### config.mk
export PLATFORM = sky130hd
export DESIGN_NAME = fault_retry_speed_search_ctrl
export DESIGN_NICKNAME = d
export VERILOG_FILES = /design/src/rtl/fault_retry_pkg.sv /design/src/rtl/fault_retry_speed_search_ctrl.sv
export SDC_FILE = /design/constraint.sdc
export NUM_CORES = 2
export LEC_CHECK = 0
export ABC_AREA = 1
export BUFFER_PORTS_ARGS = -buffer_cell sky130_fd_sc_hd__buf_4
export CORE_ASPECT_RATIO = 1.4
export CORE_MARGIN = 1.5
export CORE_UTILIZATION = 45
export DETAILED_ROUTE_END_ITERATION = 10
export GPL_TIMING_DRIVEN = 1
export PLACE_DENSITY = 0.69
export SETUP_SLACK_MARGIN = 0.2
export SYNTH_ARGS = -nofsm -noshare
export SYNTH_HDL_FRONTEND = slang
export SYNTH_SLANG_ARGS = --single-unit
### constraint.sdc
create_clock -name MCLK -period 101.4 [get_ports MCLK]
set_input_delay 15.21 -clock MCLK [delete_from_list [all_inputs] [get_ports MCLK]]
set_output_delay 15.21 -clock MCLK [all_outputs]
set_load 0.01 [all_outputs]
### src/rtl/fault_retry_pkg.sv
// package of constants, register map and types for the fault retry controller
package fault_retry_pkg;

   // apb register byte offsets
   localparam logic [7:0] ADDR_TORQUE    = 8'h00; // torque cap, percent
   localparam logic [7:0] ADDR_NOLOAD    = 8'h04; // no-load current, percent
   localparam logic [7:0] ADDR_SLIPFILT  = 8'h08; // slip filter time, 0.1 s
   localparam logic [7:0] ADDR_RETRY     = 8'h0c; // retry limit
   localparam logic [7:0] ADDR_RIDE      = 8'h10; // ride-through time, 0.1 s
   localparam logic [7:0] ADDR_SEARCHLVL = 8'h14; // search current level
   localparam logic [7:0] ADDR_SEARCHDEC = 8'h18; // search decel time, 0.1 s
   localparam logic [7:0] ADDR_BLOCKTIME = 8'h1c; // min output block, 0.1 s
   localparam logic [7:0] ADDR_CONTROL   = 8'h20; // mode and option bits
   localparam logic [7:0] ADDR_STATUS    = 8'h24; // read-only state

   // control register field positions
   localparam int CTL_SENSORLESS = 0;   // sensorless mode select
   localparam int CTL_PL_CONT    = 1;   // power-loss continuation option
   localparam int CTL_FRESET     = 2;   // fault reset, self clearing

   // reset values of the settings
   localparam logic [7:0] RST_TORQUE    = 8'h96; // 150 %
   localparam logic [7:0] RST_NOLOAD    = 8'h1e; // 30 %
   localparam logic [7:0] RST_SLIP_GP   = 8'h14; // 2.0 s
   localparam logic [7:0] RST_SLIP_SL   = 8'h02; // 0.2 s
   localparam logic [7:0] RST_RETRY     = 8'h00; // no retries
   localparam logic [7:0] RST_RIDE      = 8'h14; // 2.0 s
   localparam logic [7:0] RST_SEARCHLVL = 8'h96; // 150 %
   localparam logic [7:0] RST_SEARCHDEC = 8'h14; // 2.0 s
   localparam logic [7:0] RST_BLOCKTIME = 8'h0a; // 1.0 s
   localparam logic [7:0] RST_CONTROL   = 8'h02; // continuation on

   // limits of the settings
   localparam logic [7:0] MAX_TORQUE    = 8'hc8; // 200 %
   localparam logic [7:0] MAX_NOLOAD    = 8'h63; // 99 %
   localparam logic [7:0] MAX_RETRY     = 8'h0a; // 10 attempts
   localparam logic [7:0] MAX_RIDE      = 8'h14; // 2.0 s
   localparam logic [7:0] MIN_BLOCK     = 8'h05; // 0.5 s
   localparam logic [7:0] MAX_BLOCK     = 8'h32; // 5.0 s

   // timing: clock rate and tick length
   localparam int CLK_HZ        = 50_000_000;
   localparam int TICK_MS       = 100;
   localparam int TICK_CYCLES   = CLK_HZ / 1000 * TICK_MS;
   localparam int FAULTFREE_MIN = 10;
   localparam int FAULTFREE_TICKS = FAULTFREE_MIN * 60 * 1000 / TICK_MS;

   // trip inputs, one bit per cause
   typedef struct packed {
      logic overcurrent_trip;
      logic overvoltage_trip;
      logic motor_overload_trip;
      logic drive_overload_trip;
      logic overtorque_trip;
      logic overheat_trip;
      logic ground_fault_trip;
      logic undervoltage_trip;
   } trip_t;

   // sequencer states
   typedef enum logic [4:0] {
      ST_RUN    = 5'b00001,
      ST_BLOCK  = 5'b00010,
      ST_SEARCH = 5'b00100,
      ST_LOCK   = 5'b01000,
      ST_STOP   = 5'b10000
   } seq_t;

endpackage

### src/rtl/fault_retry_speed_search_ctrl.sv
// fault retry, slip compensation, torque cap and speed search controller
//
// Our own choices: the register offsets and the APB register port.
`timescale 1ns/100ps
module fault_retry_speed_search_ctrl
   import fault_retry_pkg::*;
#(
   parameter int FAULTFREE_LEN = FAULTFREE_TICKS // shorten for simulation
) (
   // clock and reset
   input  wire logic        MCLK,
   input  wire logic        RESET,
   // apb slave
   input  wire logic        PSEL,
   input  wire logic        PENABLE,
   input  wire logic        PWRITE,
   input  wire logic [7:0]  PADDR,
   input  wire logic [31:0] PWDATA,
   output logic      [31:0] PRDATA,
   output logic             PREADY,
   output logic             PSLVERR,
   // drive state from same clock domain
   input  wire trip_t       TRIPS,
   input  wire logic        STOPPING,
   input  wire logic        POWER_LOSS,
   input  wire logic        REGEN,
   input  wire logic [15:0] FREQ_REF,
   input  wire logic [15:0] MIN_FREQ,
   input  wire logic [15:0] OUT_FREQ,
   input  wire logic [15:0] SLIP_RATED,
   input  wire logic [7:0]  OUT_CURRENT,
   // pin input
   input  wire logic        FAULT_RESET_PIN,
   // outputs to power stage and panel
   output logic             OUTPUT_BLOCK,
   output logic             SEARCH_ACTIVE,
   output logic [15:0]      SEARCH_FREQ,
   output logic [15:0]      SLIP_CORR,
   output logic [7:0]       TORQUE_LIMIT,
   output logic [7:0]       FAULT_CODE,
   output logic             FAULT_CONTACT,
   output logic [3:0]       RETRY_COUNT
);

   // settings registers
   logic [7:0]  torque_cap_setting_reg;
   logic [7:0]  no_load_current_setting_reg;
   logic [7:0]  slip_filter_time_reg;
   logic [7:0]  retry_limit_reg;
   logic [7:0]  ride_through_time_reg;
   logic [7:0]  search_current_level_reg;
   logic [7:0]  search_decel_time_reg;
   logic [7:0]  min_output_block_time_reg;
   logic [7:0]  control_reg;
   // sequencer state
   seq_t        state_reg;
   logic [3:0]  retry_reg;       // retry counter, saturating
   logic [7:0]  block_cnt_reg;   // block ticks elapsed
   logic [7:0]  down_cnt_reg;    // outage ticks elapsed
   logic [19:0] quiet_cnt_reg;   // fault-free ticks
   logic [22:0] tick_cnt_reg;    // 0.1 s divider
   logic        tick_reg;        // 0.1 s enable pulse
   logic [7:0]  code_reg;
   logic [15:0] hold_freq_reg;
   logic [31:0] filt_reg;        // filter state, 16.16
   logic [2:0]  rst_sync_reg;    // pin synchroniser
   logic        freset_reg;      // software fault reset pulse

   // apb decode
   wire         wr_en  = PSEL & PENABLE & PWRITE;
   wire         rd_en  = PSEL & ~PWRITE;
   wire [7:0]   wbyte  = PWDATA[7:0];
   wire         mapped = (PADDR <= ADDR_STATUS) && (PADDR[1:0] == 2'b00);

   // clamp a value into a range
   function automatic logic [7:0] clamp(input logic [7:0] v,
                                        input logic [7:0] lo,
                                        input logic [7:0] hi);
      clamp = (v < lo) ? lo : ((v > hi) ? hi : v);
   endfunction

   // trip derivations
   wire trip_any  = |TRIPS;
   wire pin_reset = rst_sync_reg[1] & rst_sync_reg[2];
   wire fault_rst = pin_reset | freset_reg;
   wire uv_block  = TRIPS.undervoltage_trip & ~control_reg[CTL_PL_CONT];
   wire ext_stop  = STOPPING &
                    (TRIPS.overcurrent_trip | TRIPS.overvoltage_trip);
   wire limit_hit = ({4'h0, retry_reg} >= retry_limit_reg);
   wire no_retry  = uv_block | ext_stop | limit_hit;
   wire [3:0] retry_inc = (retry_reg == 4'hf) ? retry_reg
                                               : retry_reg + 4'h1;
   wire search_on = (search_decel_time_reg != 8'h00);
   wire block_done = tick_reg && (block_cnt_reg + 8'h01 >=
                                  min_output_block_time_reg);
   wire outage_long = (down_cnt_reg >= min_output_block_time_reg);

   // first-byte encoding of the active trip
   wire [7:0] trip_code = {TRIPS};

   // slip correction target
   wire [15:0] noload_lvl = {8'h00, no_load_current_setting_reg};
   wire        slip_ok = ({8'h00, OUT_CURRENT} > noload_lvl) &&
                         (FREQ_REF > MIN_FREQ) && !REGEN;
   wire [7:0]  excess  = OUT_CURRENT - no_load_current_setting_reg;
   wire [7:0]  span    = 8'd100 - no_load_current_setting_reg;
   wire [23:0] prod    = SLIP_RATED * excess;
   wire [15:0] target  = slip_ok ? prod[23:8] + {8'h00, span[7:0] & 8'h00}
                                 : 16'h0000;
   wire [31:0] filt_err = {target, 16'h0000} - filt_reg;
   wire [7:0]  tau      = (slip_filter_time_reg == 8'h00) ? 8'h01
                                                          : slip_filter_time_reg;

   // apb register writes
   always_ff @(posedge MCLK) begin
      if (RESET) begin
         torque_cap_setting_reg      <= RST_TORQUE;
         no_load_current_setting_reg <= RST_NOLOAD;
         slip_filter_time_reg        <= RST_SLIP_GP;
         retry_limit_reg             <= RST_RETRY;
         ride_through_time_reg       <= RST_RIDE;
         search_current_level_reg    <= RST_SEARCHLVL;
         search_decel_time_reg       <= RST_SEARCHDEC;
         min_output_block_time_reg   <= RST_BLOCKTIME;
         control_reg                 <= RST_CONTROL;
         freset_reg                  <= 1'b0;
      end else begin
         freset_reg <= 1'b0;
         if (wr_en) begin
            unique case (PADDR)
               ADDR_TORQUE:    torque_cap_setting_reg <=
                                  clamp(wbyte, 8'h00, MAX_TORQUE);
               ADDR_NOLOAD:    no_load_current_setting_reg <=
                                  clamp(wbyte, 8'h00, MAX_NOLOAD);
               ADDR_SLIPFILT:  slip_filter_time_reg <= wbyte;
               ADDR_RETRY:     retry_limit_reg <=
                                  clamp(wbyte, 8'h00, MAX_RETRY);
               ADDR_RIDE:      ride_through_time_reg <=
                                  clamp(wbyte, 8'h00, MAX_RIDE);
               ADDR_SEARCHLVL: search_current_level_reg <=
                                  clamp(wbyte, 8'h00, MAX_TORQUE);
               ADDR_SEARCHDEC: search_decel_time_reg <= wbyte;
               ADDR_BLOCKTIME: min_output_block_time_reg <=
                                  clamp(wbyte, MIN_BLOCK, MAX_BLOCK);
               ADDR_CONTROL: begin
                  // mode change loads that mode's default filter time
                  if (wbyte[CTL_SENSORLESS] != control_reg[CTL_SENSORLESS])
                     slip_filter_time_reg <= wbyte[CTL_SENSORLESS] ?
                                             RST_SLIP_SL : RST_SLIP_GP;
                  control_reg <= {6'h00, wbyte[1:0]};
                  freset_reg  <= wbyte[CTL_FRESET];
               end
               default: ;
            endcase
         end
      end
   end

   // apb read and answer; no wait states, error on unmapped address
   always_ff @(posedge MCLK) begin
      if (RESET) begin
         PRDATA  <= 32'h0000_0000;
         PREADY  <= 1'b0;
         PSLVERR <= 1'b0;
      end else begin
         PREADY  <= PSEL & ~PENABLE;
         PSLVERR <= PSEL & ~PENABLE & ~mapped;
         if (rd_en & ~PENABLE) begin
            unique case (PADDR)
               ADDR_TORQUE:    PRDATA <= {24'h0, torque_cap_setting_reg};
               ADDR_NOLOAD:    PRDATA <= {24'h0, no_load_current_setting_reg};
               ADDR_SLIPFILT:  PRDATA <= {24'h0, slip_filter_time_reg};
               ADDR_RETRY:     PRDATA <= {24'h0, retry_limit_reg};
               ADDR_RIDE:      PRDATA <= {24'h0, ride_through_time_reg};
               ADDR_SEARCHLVL: PRDATA <= {24'h0, search_current_level_reg};
               ADDR_SEARCHDEC: PRDATA <= {24'h0, search_decel_time_reg};
               ADDR_BLOCKTIME: PRDATA <= {24'h0, min_output_block_time_reg};
               ADDR_CONTROL:   PRDATA <= {24'h0, control_reg};
               ADDR_STATUS:    PRDATA <= {11'h0, state_reg, code_reg,
                                          4'h0, retry_reg};
               default:        PRDATA <= 32'h0000_0000;
            endcase
         end
      end
   end

   // fault reset pin synchroniser
   always_ff @(posedge MCLK) begin
      if (RESET)
         rst_sync_reg <= 3'b000;
      else
         rst_sync_reg <= {rst_sync_reg[1:0], FAULT_RESET_PIN};
   end

   // 0.1 s tick divider
   always_ff @(posedge MCLK) begin
      if (RESET || tick_cnt_reg == 23'(TICK_CYCLES - 1)) begin
         tick_cnt_reg <= 23'h0;
         tick_reg     <= ~RESET;
      end else begin
         tick_cnt_reg <= tick_cnt_reg + 23'h1;
         tick_reg     <= 1'b0;
      end
   end

   // fault-free timer and retry counter
   always_ff @(posedge MCLK) begin
      if (RESET) begin
         quiet_cnt_reg <= 20'h0;
         retry_reg     <= 4'h0;
      end else if (trip_any && state_reg == ST_RUN) begin
         quiet_cnt_reg <= 20'h0;
         retry_reg     <= retry_inc;
      end else if (fault_rst) begin
         retry_reg     <= 4'h0;
         quiet_cnt_reg <= 20'h0;
      end else if (tick_reg) begin
         if (quiet_cnt_reg + 20'h1 >= 20'(FAULTFREE_LEN)) begin
            retry_reg     <= 4'h0;
            quiet_cnt_reg <= 20'h0;
         end else begin
            quiet_cnt_reg <= quiet_cnt_reg + 20'h1;
         end
      end
   end

   // restart sequencer
   always_ff @(posedge MCLK) begin
      if (RESET) begin
         state_reg     <= ST_RUN;
         block_cnt_reg <= 8'h0;
         down_cnt_reg  <= 8'h0;
         code_reg      <= 8'h0;
         hold_freq_reg <= 16'h0;
      end else begin
         unique case (state_reg)
            ST_RUN: begin
               block_cnt_reg <= 8'h0;
               if (trip_any) begin
                  code_reg      <= trip_code;
                  hold_freq_reg <= OUT_FREQ;
                  if (retry_limit_reg == 8'h00 || ext_stop || uv_block)
                     state_reg <= ST_STOP;
                  else if ({4'h0, retry_inc} > retry_limit_reg)
                     state_reg <= ST_LOCK;
                  else
                     state_reg <= ST_BLOCK;
               end else if (POWER_LOSS) begin
                  hold_freq_reg <= OUT_FREQ;
                  down_cnt_reg  <= 8'h0;
                  state_reg     <= ST_BLOCK;
               end
            end
            ST_BLOCK: begin
               if (tick_reg) begin
                  block_cnt_reg <= block_cnt_reg + 8'h01;
                  if (POWER_LOSS)
                     down_cnt_reg <= down_cnt_reg + 8'h01;
               end
               if (block_done && !POWER_LOSS) begin
                  code_reg <= 8'h00;
                  state_reg <= search_on ? ST_SEARCH : ST_RUN;
               end
            end
            ST_SEARCH: begin
               // stay while current at or above level, then resync
               if (OUT_CURRENT < search_current_level_reg)
                  state_reg <= ST_RUN;
               else if (tick_reg && hold_freq_reg != 16'h0)
                  hold_freq_reg <= hold_freq_reg -
                     (hold_freq_reg / {8'h0, search_decel_time_reg});
            end
            ST_LOCK, ST_STOP: begin
               if (fault_rst) begin
                  code_reg  <= 8'h00;
                  state_reg <= ST_RUN;
               end
            end
            default: state_reg <= ST_RUN;
         endcase
      end
   end

   // slip correction first-order filter, updated each tick
   always_ff @(posedge MCLK) begin
      if (RESET)
         filt_reg <= 32'h0;
      else if (tick_reg)
         filt_reg <= filt_reg + 32'($signed(filt_err) /
                                    $signed({24'h0, tau}));
   end

   // output registers
   always_ff @(posedge MCLK) begin
      if (RESET) begin
         OUTPUT_BLOCK  <= 1'b0;
         SEARCH_ACTIVE <= 1'b0;
         SEARCH_FREQ   <= 16'h0;
         SLIP_CORR     <= 16'h0;
         TORQUE_LIMIT  <= RST_TORQUE;
         FAULT_CODE    <= 8'h0;
         FAULT_CONTACT <= 1'b0;
         RETRY_COUNT   <= 4'h0;
      end else begin
         OUTPUT_BLOCK  <= (state_reg != ST_RUN) &&
                          (state_reg != ST_SEARCH);
         SEARCH_ACTIVE <= (state_reg == ST_SEARCH);
         SEARCH_FREQ   <= hold_freq_reg;
         SLIP_CORR     <= filt_reg[31:16];
         TORQUE_LIMIT  <= control_reg[CTL_SENSORLESS] ?
                          torque_cap_setting_reg : MAX_TORQUE;
         FAULT_CODE    <= code_reg;
         FAULT_CONTACT <= (state_reg == ST_LOCK) ||
                          (state_reg == ST_STOP);
         RETRY_COUNT   <= retry_reg;
      end
   end

   // assertions
   property p_lock_contact;
      @(posedge MCLK) disable iff (RESET)
      (state_reg == ST_LOCK) |=> FAULT_CONTACT;
   endproperty
   a_lock_contact: assert property (p_lock_contact)
      else $error("fault contact missing in lockout");

   property p_zero_limit;
      @(posedge MCLK) disable iff (RESET)
      (state_reg == ST_RUN && trip_any && retry_limit_reg == 8'h00)
      |=> state_reg == ST_STOP;
   endproperty
   a_zero_limit: assert property (p_zero_limit)
      else $error("retry taken with zero limit");

   property p_trip_count;
      @(posedge MCLK) disable iff (RESET)
      (state_reg == ST_RUN && trip_any && retry_reg < 4'hf)
      |=> retry_reg == $past(retry_reg) + 4'h1;
   endproperty
   a_trip_count: assert property (p_trip_count)
      else $error("retry counter not incremented");

   property p_uv_hold;
      @(posedge MCLK) disable iff (RESET)
      (state_reg == ST_RUN && uv_block) |=> state_reg == ST_STOP;
   endproperty
   a_uv_hold: assert property (p_uv_hold)
      else $error("undervoltage retried with option off");

   property p_ext_stop;
      @(posedge MCLK) disable iff (RESET)
      (state_reg == ST_RUN && ext_stop) |=> state_reg == ST_STOP;
   endproperty
   a_ext_stop: assert property (p_ext_stop)
      else $error("external trip while stopping was retried");

   property p_reset_clear;
      @(posedge MCLK) disable iff (RESET)
      (fault_rst && !(trip_any && state_reg == ST_RUN)) |=> retry_reg == 0;
   endproperty
   a_reset_clear: assert property (p_reset_clear)
      else $error("fault reset did not clear counter");

   property p_block_out;
      @(posedge MCLK) disable iff (RESET)
      (state_reg == ST_BLOCK) ##1 (state_reg == ST_BLOCK) |-> OUTPUT_BLOCK;
   endproperty
   a_block_out: assert property (p_block_out)
      else $error("output not blocked during block time");

   property p_no_slip_regen;
      @(posedge MCLK) disable iff (RESET)
      REGEN [*2] |-> target == 16'h0000;
   endproperty
   a_no_slip_regen: assert property (p_no_slip_regen)
      else $error("slip target nonzero while regenerating");

   property p_saturate;
      @(posedge MCLK) disable iff (RESET)
      (retry_reg == 4'hf) |=> retry_reg inside {4'hf, 4'h0};
   endproperty
   a_saturate: assert property (p_saturate)
      else $error("retry counter wrapped");

   c_retry: cover property (@(posedge MCLK) state_reg == ST_BLOCK
                            ##1 state_reg == ST_SEARCH);
   c_lock:  cover property (@(posedge MCLK) state_reg == ST_LOCK);
   c_stop:  cover property (@(posedge MCLK) state_reg == ST_STOP);
   c_slip:  cover property (@(posedge MCLK) slip_ok);

endmodule

# Word level (Yosys, flattened, before mapping)
# Cells that the tools add are included.
# classes
addsub,8
n_eq_ne,28
n_div,2
reduce_logical,45
order_cmp,14
multipliers,1
bitwise_logic,19
mux,43
# op_table
cell,count
$pmux 21 s10,1
$mux 8,16
$mux 16,5
$mux 5,7
$add 32x32->32,1
$div 32x9->32,1
$eq 8x5->1 const B,4
$pmux 16 s2,1
$pmux 8 s2,2
$sub 32x32->32,1
$logic_not 8->1,3
$mul 16x8->24,1
$mux 4,6
$pmux 8 s3,1
$add 23x1->23 const B,1
$eq 23x23->1 const B,1
$add 20x1->20 const B,1
$ge 20x13->1 const B,1
$mux 20,1
$pmux 5 s4,1
$reduce_and 2->1,10
$div 16x8->16,1
$eq 8x4->1 const B,2
$eq 8x6->1 const B,2
47 further kinds,89
# word_totals
inputBits,129
register_bits,276
elab_cells,192

# Depth between registers and ports, before layout
# depth
depth_word,7
mapped_depth,572
mapped_depth_nobuf,536

# Least setup slack after synthesis
# Ideal clock, no wire load.
# synth_timing
kind,input port to flip-flop
start,input OUT_CURRENT[2]
end,register filt_reg[31]
t_required_ns,101.336
n_path_buf,38
cell_stages,551
setup_slack_ns,9.752
setup_time_ns,0.064
arrival_time_ns,91.585
path_cell_list,ha_1 > nand2_1 > nor2_1 > a211oi_1 > inv_1 > nand2_1 > a21oi_1 > o21ai_0 > nand2_1 > a21oi_1 > or2_2 > nand2_1 > clkbuf_1 > nor2_1 > fa_1 > fa_1 > fa_1 > inv_1 > (+515 left out) > o21ai_0 > a21oi_1 > nand2b_1 > inv_1 > o21ai_0 > nand2_1 > a21oi_1 > inv_1 > a21oi_1 > nand3b_1 > o21ai_0 > xnor2_1 > inv_1 > nand3_1 > nand3_1 > nand2_1 > inv_1 > nor2_1
# synth_via
elab_chain_len,7
word_cells_on_any_way,9
classes_between,add/sub: 3; mul: 1; div: 1; order compare: 1; mux: 1; reduce/logical: 2
# synth_lines
item,line,source
start: declaration,fault_retry_speed_search_ctrl.sv:31,"input wire logic [7:0] OUT_CURRENT,"
"parallel branches: the longest is 3 deep, another holds $mul 16x8->24",--,
$mux 16 *,fault_retry_speed_search_ctrl.sv:108,"wire [15:0] target = slip_ok ? prod[23:8] + {8'h00, span[7:0] & 8'h00}"
$sub 32x32->32 *,fault_retry_speed_search_ctrl.sv:110,"wire [31:0] filt_err = {target, 16'h0000} - filt_reg;"
$div 32x9->32 *,fault_retry_speed_search_ctrl.sv:289,filt_reg <= filt_reg + 32'($signed(filt_err) /
$add 32x32->32 *,fault_retry_speed_search_ctrl.sv:289,
end signal: assignment,fault_retry_speed_search_ctrl.sv:289,
end: declaration,fault_retry_speed_search_ctrl.sv:65,logic [31:0] filt_reg;
# Every way passes the cells marked *.
# A chain may end at the register's enable or synchronous reset.

# Worst setup path in the final report
# Same ends and word-level chain as after synthesis.

==> flow_summary.json <==
{
  "period_minus_slack_ps": 93420,
  "critPathKind": "in2reg",
  "cts_inserted_buffers": 29,
  "core_region_area_um2": 110000,
  "end_kind": "register",
  "worstHoldPathType": "reg2reg",
  "required_time_reported_for_the_critical_path_endpoint_ps": 101950,
  "grt-ovfl-total": 0,
  "timing.slew.headroom_pct": 33.7,
  "rr_worst_depth": 527,
  "synth_top_area_share_pct": 14.3,
  "drt-wirelength-per-cell_um": 15.1,
  "worstSetupStartpointType": "input pin",
  "grt_pass1_vias": 50662,
  "setup_violations": 0,
  "period_share_pct": 92.1,
  "hold_path_cell_cnt": 2,
  "critical_path.reg2reg.endpoint": "filt_reg[31]",
  "cts_hold_buffers": 0,
  "path_common_cell": "sky130_fd_sc_hd__nand2_1",
  "route.detailed.drc": 0,
  "floorplan.io_pins": 218,
  "timing.final.max_slew_violations": 0,
  "synthToLayoutAreaGrowth_pct": 12.2,
  "fin_hold_ws_ps": 402,
  "timing.critical_path.slowest_stage_cell": "sky130_fd_sc_hd__fa_1",
  "synth_area_leaders": "sky130_fd_sc_hd__nand2_1, sky130_fd_sc_hd__ha_1, sky130_fd_sc_hd__dfxtp_1, sky130_fd_sc_hd__inv_1, sky130_fd_sc_hd__nor2_1",
  "cts_tree": "yes",
  "synth.yosys.seq_area_share_pct": 10.7,
  "source_of_the_worst_hold_timing_path": "rst_sync_reg[0]",
  "grt_max_degree": 77,
  "cts-htree-levels": 1,
  "dieHeight_um": 396,
  "fillers": 11332,
  "drv_cap": 0,
  "ys_async_sr_fraction_pct": 0,
  "place.detailed.hpwl_um": 125000,
  "placed_cell_area_um2": 54300,
  "fin_nets": 9294,
  "worstSkewPairLatency_ps": 600,
  "routed_via_density": 5.26,
  "stdcell_area_um2": 55800,
  "run_status": "complete, no violations",
  "critical_path.max_fanout": 26,
  "drive_above_1_share_pct": 14.1,
  "yosys.area.top_type": "sky130_fd_sc_hd__nand2_1",
  "tritoncts_sinks": 265,
  "postSynthCellCount": 8169,
  "clk_pin_slew_worst_paths_ps": 70,
  "avgSynthCellArea_um2": 6.08,
  "dp.cells": 9988,
  "worst_path_largest_cell_delay_ps": 560,
  "grt_util_all_layers_pct": 26.0,
  "stdcell_count": 10072,
  "synth.yosys.warnings": 0,
  "rsz0062_at_grt": "false",
  "holdPathEnd": "rst_sync_reg[1]",
  "detailroute.via_count": 53002,
  "ctsLongestPathBuffers": 3,
  "die-area_um2": 112000,
  "synthDistinctLibCells": 88,
  "synthFlopType": "sky130_fd_sc_hd__dfxtp_1",
  "drt_first_iter_violations": 3006,
  "io_buffers": 182,
  "drt_pre_antenna_iters": 6,
  "synth_area_um2": 49700,
  "report.final.hold_viol_count": 0,
  "setup-tns-final_ps": 0,
  "synth-edff-count": 0,
  "reg2reg_slack_ps": 22300,
  "max_clock_freq_ghz": 0.0107,
  "routabilityCongestion": 0.960,
  "largest_reg_flops": 32,
  "initial_antenna_violation_count": 4,
  "floorplan.initialDensity_pct": 45.3,
  "yosys_register_bits": 265,
  "clk_root_buffer_cell": "sky130_fd_sc_hd__clkbuf_16",
  "routed_wirelength_um": 152000,
  "die_width_um": 284,
  "finClkSkew_ps": 25.1,
  "num_rows": 144,
  "rr_startpoint": "no_load_current_setting_reg[1]",
  "arrival_ps": 93960,
  "worstMarginPinSlew_ps": 991,
  "drtAntennaViolNets": 0,
  "grt_first_pass_wirelength_um": 246000
}
[metrics by stage]
stage          utilization (%)  setup WS, ps
4_1_cts                   50.4          1640
5_1_grt                   50.8          78.6
6_report                  50.8          7980
3_3_place_gp              49.5          2510
2_1_floorplan                -          9750
3_5_place_dp              49.5          1380
[critical path: cells and delay by family]
family	cells	cell delay (ps)
buffers and inverters	101	10340
adder cells (fa/ha/maj)	41	13800
XOR/XNOR	2	470
AO/OA/AOI/OAI	154	26690
AND/OR/NAND/NOR	229	27120
[cells in the final DEF (no fill, tap or decap), types with 32 or more instances in the layout]
cell type / count
sky130_fd_sc_hd__nand2_1: 1886
sky130_fd_sc_hd__inv_1: 1227
sky130_fd_sc_hd__nor2_1: 879
sky130_fd_sc_hd__nand3_1: 551
sky130_fd_sc_hd__buf_4: 546
sky130_fd_sc_hd__ha_1: 483
sky130_fd_sc_hd__o21ai_0: 433
sky130_fd_sc_hd__a21oi_1: 393
sky130_fd_sc_hd__xor2_1: 269
sky130_fd_sc_hd__dfxtp_1: 265
sky130_fd_sc_hd__nand4_1: 176
sky130_fd_sc_hd__xnor2_1: 118
sky130_fd_sc_hd__nor3_1: 108
sky130_fd_sc_hd__nand2_2: 105
sky130_fd_sc_hd__inv_2: 100
sky130_fd_sc_hd__nand3_2: 98
sky130_fd_sc_hd__fa_1: 86
sky130_fd_sc_hd__o21ai_1: 70
sky130_fd_sc_hd__a21o_1: 53
sky130_fd_sc_hd__nor2_4: 52
sky130_fd_sc_hd__nand2_4: 50
sky130_fd_sc_hd__o21bai_1: 49
sky130_fd_sc_hd__nor2_2: 44
sky130_fd_sc_hd__nand3b_1: 42
sky130_fd_sc_hd__clkinv_1: 42
sky130_fd_sc_hd__o31ai_1: 32
sky130_fd_sc_hd__or2_2: 32
[Yosys cell counts (53+ instances only)]
cell type	n
sky130_fd_sc_hd__inv_1	1239
sky130_fd_sc_hd__nand3_2	95
sky130_fd_sc_hd__xor2_1	269
sky130_fd_sc_hd__clkbuf_1	97
sky130_fd_sc_hd__o21ai_1	65
sky130_fd_sc_hd__ha_1	483
sky130_fd_sc_hd__nand2_2	103
sky130_fd_sc_hd__nand3_1	552
sky130_fd_sc_hd__o21ai_0	438
sky130_fd_sc_hd__nand4_1	176
sky130_fd_sc_hd__fa_1	86
sky130_fd_sc_hd__xnor2_1	118
sky130_fd_sc_hd__nand2_1	1889
sky130_fd_sc_hd__a21oi_1	407
sky130_fd_sc_hd__a21o_1	53
sky130_fd_sc_hd__nor3_1	108
sky130_fd_sc_hd__inv_2	98
sky130_fd_sc_hd__dfxtp_1	265
sky130_fd_sc_hd__nor2_1	887
[layout make-up]
type	count	area (µm²)	area share, %
antenna	2	5.00	0.00898
tap	1460	1830	3.28
clock inverter	5	93.8	0.168
clock buffer	40	827	1.48
timing repair buffer	548	4140	7.42
inverter	1405	5450	9.78
sequential	265	5310	9.52
multi-input combinational	6347	38100	68.3
[timing repair]
action / in CTS / in global routing
endpoints found under the setup margin: 0 / 32
gates resized for setup: 0 / 61
buffers inserted: 0 / 33
[how the worst max path moves through the flow]
stage | startpoint | endpoint | slack (ps)
after global routing | OUT_CURRENT[2] | filt_reg[31] | 80
after detailed placement | OUT_CURRENT[2] | filt_reg[31] | 1380
after global placement | OUT_CURRENT[2] | filt_reg[31] | 2510
after floorplan | OUT_CURRENT[2] | filt_reg[31] | 9750
after CTS | OUT_CURRENT[2] | filt_reg[31] | 1640
final | OUT_CURRENT[2] | filt_reg[31] | 7980
[cells by family after synthesis]
group	Yosys count	share of synthesized area (%)
AO/OA/AOI/OAI	1243	14.3
other	1	0.00755
AND/OR/NAND/NOR	4132	39.3
buffers and inverters	1571	13.2
flip-flops	265	10.7
XOR/XNOR	388	6.86
adder cells (fa/ha/maj)	569	15.6
[routing by layer]
layer,track usage (%),vias up,wire [µm]
li1,-,27300,-
met1,29.4,24154,62400
met2,49.7,1180,77400
met3,1.84,364,5570
met4,10.5,4,6540
met5,0,-,27
Power is not shown: default switching activity piles up to over one toggle a cycle in this logic, so the estimate is an artifact.
